[config.mk]
export PLATFORM = sky130hd
export DESIGN_NAME = mcu_reset_sequencer
export DESIGN_NICKNAME = d
export VERILOG_FILES = /design/src/rtl/rst_seq_pkg.sv /design/src/rtl/startup_delay_timer.sv /design/src/rtl/mcu_reset_sequencer.sv
export VERILOG_INCLUDE_DIRS = /design/src /design/src/rtl
export SDC_FILE = /design/constraint.sdc
export NUM_CORES = 1
export LEC_CHECK = 0
export BUFFER_PORTS_ARGS = -buffer_cell sky130_fd_sc_hd__buf_2
export CAP_MARGIN = 20
export CORE_MARGIN = 3
export CORE_UTILIZATION = 41
export DETAILED_ROUTE_END_ITERATION = 10
export GPL_TIMING_DRIVEN = 0
export PLACE_DENSITY = 0.74
export SLEW_MARGIN = 30
export SYNTH_ARGS = -nofsm -noshare
export SYNTH_HDL_FRONTEND = slang
export SYNTH_SLANG_ARGS = --single-unit
[constraint.sdc]
create_clock -name core_clk -period 4.9 [get_ports core_clk]
set_input_delay 1.47 -clock core_clk [delete_from_list [all_inputs] [get_ports core_clk]]
set_output_delay 1.47 -clock core_clk [all_outputs]
set_load 0.01 [all_outputs]
[src/rtl/rst_seq_cfg.svh]
// Purpose: constants for the reset sequencer
// Assumes: 250 MHz core clock
// Notes: counts in system clock pulses
`ifndef RST_SEQ_CFG_SVH
`define RST_SEQ_CFG_SVH
`define STARTUP_PULSES 1024
`define STARTUP_CW 11
`define PC_RESET_VAL 17'h00000
`define SP_RESET_VAL 3'h0
`define WDSEL_RESET_VAL 8'h07
`define PORT_RESET_VAL 8'hff
`define TMRC_RESET_VAL 8'h08
`define INTC_RESET_VAL 8'h00
`endif

[src/rtl/rst_seq_pkg.sv]
// Purpose: types for the reset sequencer
// Assumes: nothing
// Notes: state codes Gray ordered run, hold, delay, halt; delay to run flips both bits
package rst_seq_pkg;
   typedef enum logic [1:0] {
      st_run_type = 2'b00,
      st_hold_type = 2'b01,
      st_delay_type = 2'b11,
      st_halt_type = 2'b10
   } seq_state_type;
   typedef enum logic [1:0] {
      cause_none_type = 2'h0,
      cause_full_type = 2'h1,
      cause_warm_type = 2'h2
   } reset_kind_type;
endpackage

[src/rtl/startup_delay_timer.sv]
// Purpose: counts the oscillator start-up delay
// Assumes: start pulse restarts the count
// Notes: done is a one-cycle pulse
`timescale 1ns/1ps
`default_nettype none
`include "rst_seq_cfg.svh"
module startup_delay_timer (
   input wire logic core_clk,
   input wire logic sys_rst,
   input wire logic start,
   output logic busy,
   output logic done
);
   logic [`STARTUP_CW-1:0] cnt_q;
   logic busy_q;
   logic done_q;
   wire last = (cnt_q == `STARTUP_CW'(`STARTUP_PULSES - 1));
   always_ff @(posedge core_clk)
   begin
      if (sys_rst || start)
      begin
         cnt_q <= '0;
         busy_q <= start;
         done_q <= 1'b0;
      end
      else if (busy_q)
      begin
         cnt_q <= cnt_q + `STARTUP_CW'(1);
         busy_q <= !last;
         done_q <= last;
      end
      else
         done_q <= 1'b0;
   end
   assign busy = busy_q;
   assign done = done_q;
endmodule // startup_delay_timer
`default_nettype wire

[src/rtl/mcu_reset_sequencer.sv]
// Purpose: reset cause capture, start-up delay and reset outputs
// Assumes: halt_exec and wdt_clear_exec are core pulses, wdt_overflow a pulse
// Notes: reset outputs active high and registered
`timescale 1ns/1ps
`default_nettype none
`include "rst_seq_cfg.svh"
module mcu_reset_sequencer
   import rst_seq_pkg::*;
(
   input wire logic core_clk,
   input wire logic sys_rst,
   input wire logic ext_reset_pin_n,
   input wire logic wdt_overflow,
   input wire logic halt_exec,
   input wire logic wdt_clear_exec,
   input wire logic wake_event,
   output logic core_hold,
   output logic chip_reset,
   output logic warm_reset,
   output logic wdt_clear,
   output logic watchdog_timeout_flag,
   output logic powerdown_flag,
   output logic osc_enable,
   output logic [16:0] pc_reset_value,
   output logic [2:0] sp_reset_value,
   output logic [7:0] watchdog_select_reg_init,
   output logic [7:0] port_data_init,
   output logic [7:0] port_ctrl_init,
   output logic [7:0] timer_ctrl_init,
   output logic [7:0] intc_init
);
   import rst_seq_pkg::*;

   logic pin_s1_q;
   logic pin_s2_q;
   logic pin_prev_q;
   seq_state_type state_q;
   seq_state_type state_d;
   logic timeout_q;
   logic pdf_q;
   logic hold_q;
   logic chip_q;
   logic warm_q;
   logic wdc_q;
   logic sst_start;
   logic sst_busy;
   logic sst_done;
   logic sys_rst_pulse_q;
   logic rst_seen_q;

   // Pin passes two flops before use; stage one is read by stage two only
   always_ff @(posedge core_clk)
   begin
      pin_s1_q <= ext_reset_pin_n;
      pin_s2_q <= pin_s1_q;
      pin_prev_q <= pin_s2_q;
   end

   wire pin_low = !pin_s2_q;
   wire pin_release = pin_s2_q && !pin_prev_q;
   wire in_run = (state_q == st_run_type);
   wire in_halt = (state_q == st_halt_type);
   wire pin_run = pin_low && in_run;
   wire pin_halt = pin_low && in_halt;
   wire wdt_run = wdt_overflow && in_run && !pin_low;
   wire wdt_halt = wdt_overflow && in_halt && !pin_low;
   // Wake from halt by a non-reset source also counts as a wake
   wire wake_soft = wake_event && in_halt && !pin_low && !wdt_overflow;
   wire full_req = pin_run || pin_halt || wdt_run;

   // Start-up delay on power-up, any halt wake, and pin release while pdf_q is set; none for pin reset with pdf_q clear
   assign sst_start = sys_rst ? 1'b0 :
      ((state_q == st_hold_type) && pin_release && pdf_q) || wdt_halt || wake_soft;

   always_comb
   begin
      state_d = state_q;
      case (state_q)
         st_run_type:
         begin
            if (pin_run)
               state_d = st_hold_type;
            else if (halt_exec && !wdt_run)
               state_d = st_halt_type;
         end
         st_halt_type:
         begin
            if (pin_halt)
               state_d = st_hold_type;
            else if (wdt_halt || wake_soft)
               state_d = st_delay_type;
         end
         st_hold_type:
         begin
            // Pin release waits the delay while pdf_q is set, as after a halt wake by pin; with pdf_q clear it goes straight to run
            if (pin_release)
               state_d = pdf_q ? st_delay_type : st_run_type;
         end
         st_delay_type:
         begin
            if (pin_low)
               state_d = st_hold_type;
            else if (sst_done)
               state_d = st_run_type;
         end
         default: state_d = st_hold_type;
      endcase
   end

   startup_delay_timer u_sst (
      .core_clk(core_clk),
      .sys_rst(sys_rst),
      .start(sst_start | sys_rst_pulse_q),
      .busy(sst_busy),
      .done(sst_done)
   );

   // Power-up start of the delay, one cycle after reset release
   always_ff @(posedge core_clk)
   begin
      if (sys_rst)
      begin
         rst_seen_q <= 1'b1;
         sys_rst_pulse_q <= 1'b0;
      end
      else
      begin
         rst_seen_q <= 1'b0;
         sys_rst_pulse_q <= rst_seen_q;
      end
   end

   always_ff @(posedge core_clk)
   begin
      if (sys_rst)
         state_q <= st_delay_type;
      else
         state_q <= state_d;
   end

   // Status flags; event set wins over clear in same cycle
   always_ff @(posedge core_clk)
   begin
      if (sys_rst)
      begin
         timeout_q <= 1'b0;
         pdf_q <= 1'b0;
      end
      else
      begin
         if (wdt_run || wdt_halt)
            timeout_q <= 1'b1;
         else if (pin_halt || (halt_exec && in_run))
            timeout_q <= 1'b0;
         if (halt_exec && in_run && !full_req)
            pdf_q <= 1'b1;
         else if (wdt_halt || pin_halt)
            pdf_q <= 1'b1;
         else if (wdt_clear_exec && in_run)
            pdf_q <= 1'b0;
      end
   end

   wire hold_d = (state_d != st_run_type) && (state_d != st_halt_type);
   wire chip_d = (state_d == st_hold_type) || full_req;

   always_ff @(posedge core_clk)
   begin
      if (sys_rst)
      begin
         hold_q <= 1'b1;
         chip_q <= 1'b1;
         warm_q <= 1'b0;
         wdc_q <= 1'b1;
      end
      else
      begin
         hold_q <= hold_d || sst_busy;
         chip_q <= chip_d;
         warm_q <= wdt_halt;
         // Watchdog held clear while chip reset asserted, and for one cycle on halt entry from run
         wdc_q <= chip_d || (halt_exec && in_run);
      end
   end

   assign core_hold = hold_q;
   assign chip_reset = chip_q;
   assign warm_reset = warm_q;
   assign wdt_clear = wdc_q;
   assign watchdog_timeout_flag = timeout_q;
   assign powerdown_flag = pdf_q;
   // Oscillator stays stopped in halt
   logic osc_q;
   always_ff @(posedge core_clk)
   begin
      if (sys_rst)
         osc_q <= 1'b1;
      else
         osc_q <= (state_d != st_halt_type);
   end
   assign osc_enable = osc_q;
   // Reset values; constant flops so every output is registered
   logic [16:0] pc_q;
   logic [2:0] sp_q;
   logic [7:0] wds_q;
   logic [7:0] pd_q;
   logic [7:0] pc8_q;
   logic [7:0] tc_q;
   logic [7:0] ic_q;
   always_ff @(posedge core_clk)
   begin
      pc_q <= `PC_RESET_VAL;
      sp_q <= `SP_RESET_VAL;
      wds_q <= `WDSEL_RESET_VAL;
      pd_q <= `PORT_RESET_VAL;
      pc8_q <= `PORT_RESET_VAL;
      tc_q <= `TMRC_RESET_VAL;
      ic_q <= `INTC_RESET_VAL;
   end
   assign pc_reset_value = pc_q;
   assign sp_reset_value = sp_q;
   assign watchdog_select_reg_init = wds_q;
   assign port_data_init = pd_q;
   assign port_ctrl_init = pc8_q;
   assign timer_ctrl_init = tc_q;
   assign intc_init = ic_q;
endmodule // mcu_reset_sequencer
`default_nettype wire

Word-level counts from Yosys, hierarchy flattened
Index checks and enable logic that the tools add are counted.
W data, S select, Z words.
{ "word_totals": {"ff_bits": 27, "out_inout_bits": 67} }
{ "classes": {"addsub": 1, "eq_ne": 6, "mux": 18, "n_bitwise": 2, "reduce_logical": 40} }
{ "op_table": {"columns": ["op", "n"], "rows": [
  ["$logic_and A1 B1 Y1", 17],
  ["$mux W2", 8],
  ["$logic_or A1 B1 Y1", 12],
  ["$add A11 B1 Y11 const B", 1],
  ["$eq A11 B10 Y1 const B", 1],
  ["$mux W1", 9],
  ["$pmux W2 S4", 1],
  ["$logic_not A1 Y1", 6],
  ["$eq A2 B1 Y1 const B", 2],
  ["$eq A2 B2 Y1 const B", 2],
  ["$reduce_bool A2 Y1", 2],
  ["$reduce_bool A3 Y1", 1],
  ["$logic_not A2 Y1", 1],
  ["$ne A2 B2 Y1 const B", 1],
  ["$reduce_or A2 Y1", 1],
  ["$not A1 Y1", 1],
  ["$or A1 B1 Y1", 1]
]} }

Longest topological paths before layout
{ "logic_depth": {"ltp_word": 11, "ltp_mapped": 6, "ltp_nobuf": 5} }

Modules after synthesis
From an unflattened synthesis, not the netlist that was laid out.
{ "hier_totals": {"cells_unflattened": 180, "area_unflattened_um2": 1599.0} }
{ "modules_own_cells": {"columns": ["module", "instances", "cells_per_inst", "area_per_inst_um2", "seq_area_each_um2"], "rows": [
  ["mcu_reset_sequencer", 1, 118, 1011.0, 280.3],
  ["startup_delay_timer", 1, 62, 588.1, 260.2]
]} }

Worst setup path before layout
No wires, ideal clock.
{ "synth_timing": {"path_kind": "input-to-reg", "from": "input port wdt_overflow", "to": "register wdc_q (netlist: wdt_clear)", "setup_ns": 0.120, "t_arrival_ns": 2.661, "t_required_ns": 4.780, "path_slack_ns": 2.119, "cell_stages": 4, "path_cell_list": "or3_1 a221o_1 a311o_1 or2_1"} }
{ "synth_between": {"elab_chain_cells": 10, "word_cells_on_any_way": 18, "classes_between": "1 x eq/ne; 5 x mux; 12 x reduce/logical"} }
{ "synth_lines": {"columns": ["item", "line_no", "rtl"], "rows": [
  ["start, declared", "mcu_reset_sequencer.sv:13", "input wire logic wdt_overflow,"],
  ["$logic_and A1 B1 Y1 (2 in series)", "mcu_reset_sequencer.sv:65", "wire wdt_run = wdt_overflow && in_run && !pin_low;"],
  ["$logic_not A1 Y1", "mcu_reset_sequencer.sv:83", "else if (halt_exec && !wdt_run)"],
  ["$logic_and A1 B1 Y1", "mcu_reset_sequencer.sv:83", null],
  ["$mux W2", "mcu_reset_sequencer.sv:83", null],
  ["$mux W2", "mcu_reset_sequencer.sv:81", "if (pin_run)"],
  ["$pmux W2 S4", "mcu_reset_sequencer.sv:78", "case (state_q)"],
  ["$eq A2 B1 Y1", "mcu_reset_sequencer.sv:165", "wire chip_d = (state_d == st_hold_type) || full_req;"],
  ["$logic_or A1 B1 Y1 (*)", "mcu_reset_sequencer.sv:165", null],
  ["$logic_or A1 B1 Y1 (*)", "mcu_reset_sequencer.sv:182", "wdc_q <= chip_d || (halt_exec && in_run);"],
  ["end signal, assigned", "mcu_reset_sequencer.sv:182", null],
  ["end, declared", "mcu_reset_sequencer.sv:44", "logic wdc_q;"]
]} }
Every way passes the cells marked *; elsewhere a longest branch is shown, timed or not.
A chain may end at the register's enable or synchronous reset.

Worst setup path after layout
Ends and elaborated chain as after synthesis.

==> results.cfg <==
[detailed_routing]
vias_per_cell = 3.72
ant_nets = 0
dr.first_iter.drc_count = 36
wirelength_um = 2230
wl_per_cell_um = 7.45
num_vias = 1115
drc = 0
dr.pass1.iters = 4

[worst_setup_path]
cp.arrival_ns = 2.89
crit_family = compound AO/OA/AOI/OAI gates
r2r-start = state_q[0]$_SDFF_PP1_
rr_endpoint = wdt_clear$_SDFF_PP1_
r2r_cells = 4
crit_path_end_kind = flip-flop
critPathLaunchType = input pin
crit_chain = buf_2 > or3_1 > a221o_1 > a311o_1 > or2_1
cp_slowest_cell = a221o_1
critPathMaxFanout = 5
max_stage_delay_ns = 0.37
crit_required_ns = 5.07
worstSetupPathType = input pin to flip-flop
path_buf_inv = 1
r2r_setup_slack_ns = 3.17

[power_and_ir_drop]
p_leak_uw = 0.000953
p_per_area_nw_per_um2 = 231
p_total_uw = 447
ir_drop_mv = 0.104

[placed_design]
place_area_um2 = 1880
gp_congestion = 0.795
portBuffers = 13
hpwl_um = 1820

[cts]
root_buffer = clkbuf_8
cts_setup_buffers = 0
clkSinkCount = 27
clkLatencyLatePin_ns = 0.27
cts_tree = built
post_cts_resized = 0
clockBufferDepth = 2
cts_max_level = 1
holdBufCountCts = 0
clk_pin_slew_ns = 0.09
numCtsBuffers = 3

[synthesis]
seq_area_frac_synth_pct = 35.0
yosysTopAreaCellShare_pct = 35.0
synth.area.top_cells = dfxtp_1 35%, buf_4 30%, nor2_1 3.6%
ys_seq_elements = 27
syn_inst = 179
synth_cell_type_count = 36
syn-cell-area_um2 = 1540
synth.avg_cell_area_um2 = 8.62
yosysWarnings = 0
synth_top_area_cell = dfxtp_1

[global_routing]
grt-ovfl-total = 0
grt_antenna_before_repair = 0
grt_pass1_wl_um = 3160
grt_max_degree = 17
grt_usage_pct = 9.04
grt_pass1_vias = 755

[hold_path]
hold_end = pin_s2_q$_DFF_P_
min_path_type = flip-flop to flip-flop
whs_path_depth = 0
min_from = pin_s1_q$_DFF_P_

[sta]
clock_skew_ns = 0.00750
timing.final.crit_share_pct = 55.5
finalSetupViolCount = 0
fin_tns_setup_ns = 0
finalCriticalPeriod_ns = 2.72
clock.fmax_ghz = 0.368
rsz0062_at_grt = no
hold_viol_final = 0
drv_slew = 0

[finish]
drive_above_1_share_pct = 33.1
num-fill-cells = 339
seqCellArea_um2 = 541
antenna_cells = 0
syn_to_final_growth_pct = 25.2
multiInputGateArea_um2 = 706
layout.nets = 263
fin_area_um2 = 1930

[floorplanning]
die_h_um = 67.3
start_util_pct = 44.5
core-area_um2 = 3470
die_area_um2 = 4530
rows = 21
chipWidth_um = 67.3
io_pins = 74

[job]
maxCapViolations = 0

[status]
outcome = complete, no violations
## power breakdown
group | total [uW] | switching [uW] | internal (uW)
sequential | 231 | 3.79 | 227
clock | 124 | 66.3 | 57.6
combinational | 91.6 | 44.9 | 46.8
total | 447 | 115 | 332
## cells by family after synthesis
family                   count (synthesis)  synth area share, %
buffers and inverters                   71                 33.3
AND/OR/NAND/NOR                         52                 18.0
flip-flops                              27                 35.0
AO/OA/AOI/OAI                           15                 6.00
XOR/XNOR                                10                 5.68
other                                    2                0.487
adder cells (fa/ha/maj)                  1                0.811
multiplexers                             1                0.649
## cell usage in the layout (no fill, tap or decap), drive strengths merged, types with 2 or more instances in the layout
cell type / count
or3: 3
nand2: 8
nor2: 15
or2: 4
xor2: 4
inv: 5
nand4: 3
o21ai: 5
nand4b: 2
nand3: 2
a21oi: 4
buf: 75
nand3b: 2
clkbuf: 7
dfxtp: 27
nor3: 3
xnor2: 6
conb: 60
nor2b: 2
nor3b: 4
## per-stage QoR
step	instances	worst slack [ns]	hold slack (ns)	utilization, %
after floorplan	237	2.12	0.310	-
after global placement	296	1.90	0.310	54.3
after detailed placement	296	1.89	0.315	54.3
after CTS	300	2.19	0.338	55.7
after global routing	300	2.18	0.353	55.7
final	300	2.18	0.336	55.7
## final cells by class
type / instances / share of cell area (%)
Tap cell: 46 / 2.98
Sequential cell: 27 / 28.0
Inverter: 5 / 0.972
Timing Repair Buffer: 13 / 3.37
Multi-Input combinational cell: 139 / 36.5
Clock inverter: 1 / 0.389
Buffer: 66 / 25.6
Clock buffer: 3 / 2.14
## synthesized netlist by cell type (all sizes together)
| library cell | n |
|---|---|
| a31oi | 1 |
| clkbuf | 4 |
| mux2i | 1 |
| o21ai | 5 |
| nor3b | 4 |
| or4 | 1 |
| conb | 2 |
| nor2 | 15 |
| a221o | 1 |
| inv | 5 |
| nand4b | 2 |
| or3 | 3 |
| nand3 | 2 |
| o21bai | 1 |
| and3 | 1 |
| nor4 | 1 |
| a21boi | 1 |
| a311o | 1 |
| a21oi | 4 |
| xnor2 | 6 |
| dfxtp | 27 |
| nor2b | 2 |
| xor2 | 4 |
| nand4 | 3 |
| nand3b | 2 |
| or2 | 4 |
| nor3 | 3 |
| ha | 1 |
| o22ai | 1 |
| nand2 | 8 |
| buf | 62 |
| or2b | 1 |
## registers in the layout, summed over array words and instances, names as in the netlist
signal and count:
osc_enable 1, u_sst.busy 1, watchdog_timeout_flag 1, u_sst.done 1, chip_reset 1, sys_rst_pulse_q 1
warm_reset 1, state_q 2, rst_seen_q 1, u_sst.cnt_q 11, core_hold 1, powerdown_flag 1
pin_prev_q 1, wdt_clear 1, pin_s1_q 1, pin_s2_q 1
## worst max path at each step
stage	from	to	slack, ns	depth (start not counted)
floorplan	wdt_overflow	wdt_clear$_SDFF_PP1_	2.12	4
global placement	wdt_overflow	wdt_clear$_SDFF_PP1_	1.90	5
detailed placement	wdt_overflow	wdt_clear$_SDFF_PP1_	1.89	5
CTS	wdt_overflow	wdt_clear$_SDFF_PP1_	2.19	5
global route	wdt_overflow	wdt_clear$_SDFF_PP1_	2.18	5
finish	wdt_overflow	wdt_clear$_SDFF_PP1_	2.18	5
## layer usage
metal | up-vias | track usage (%) | part of all wire, %
met5 | - | 0 | 0
met4 | 0 | 5.82 | 1.9
met3 | 4 | 1.83 | 10
met2 | 46 | 13.5 | 43
met1 | 453 | 11.8 | 44
li1 | 612 | - | -
No activity file was read; power rests on OpenSTA's default activity.
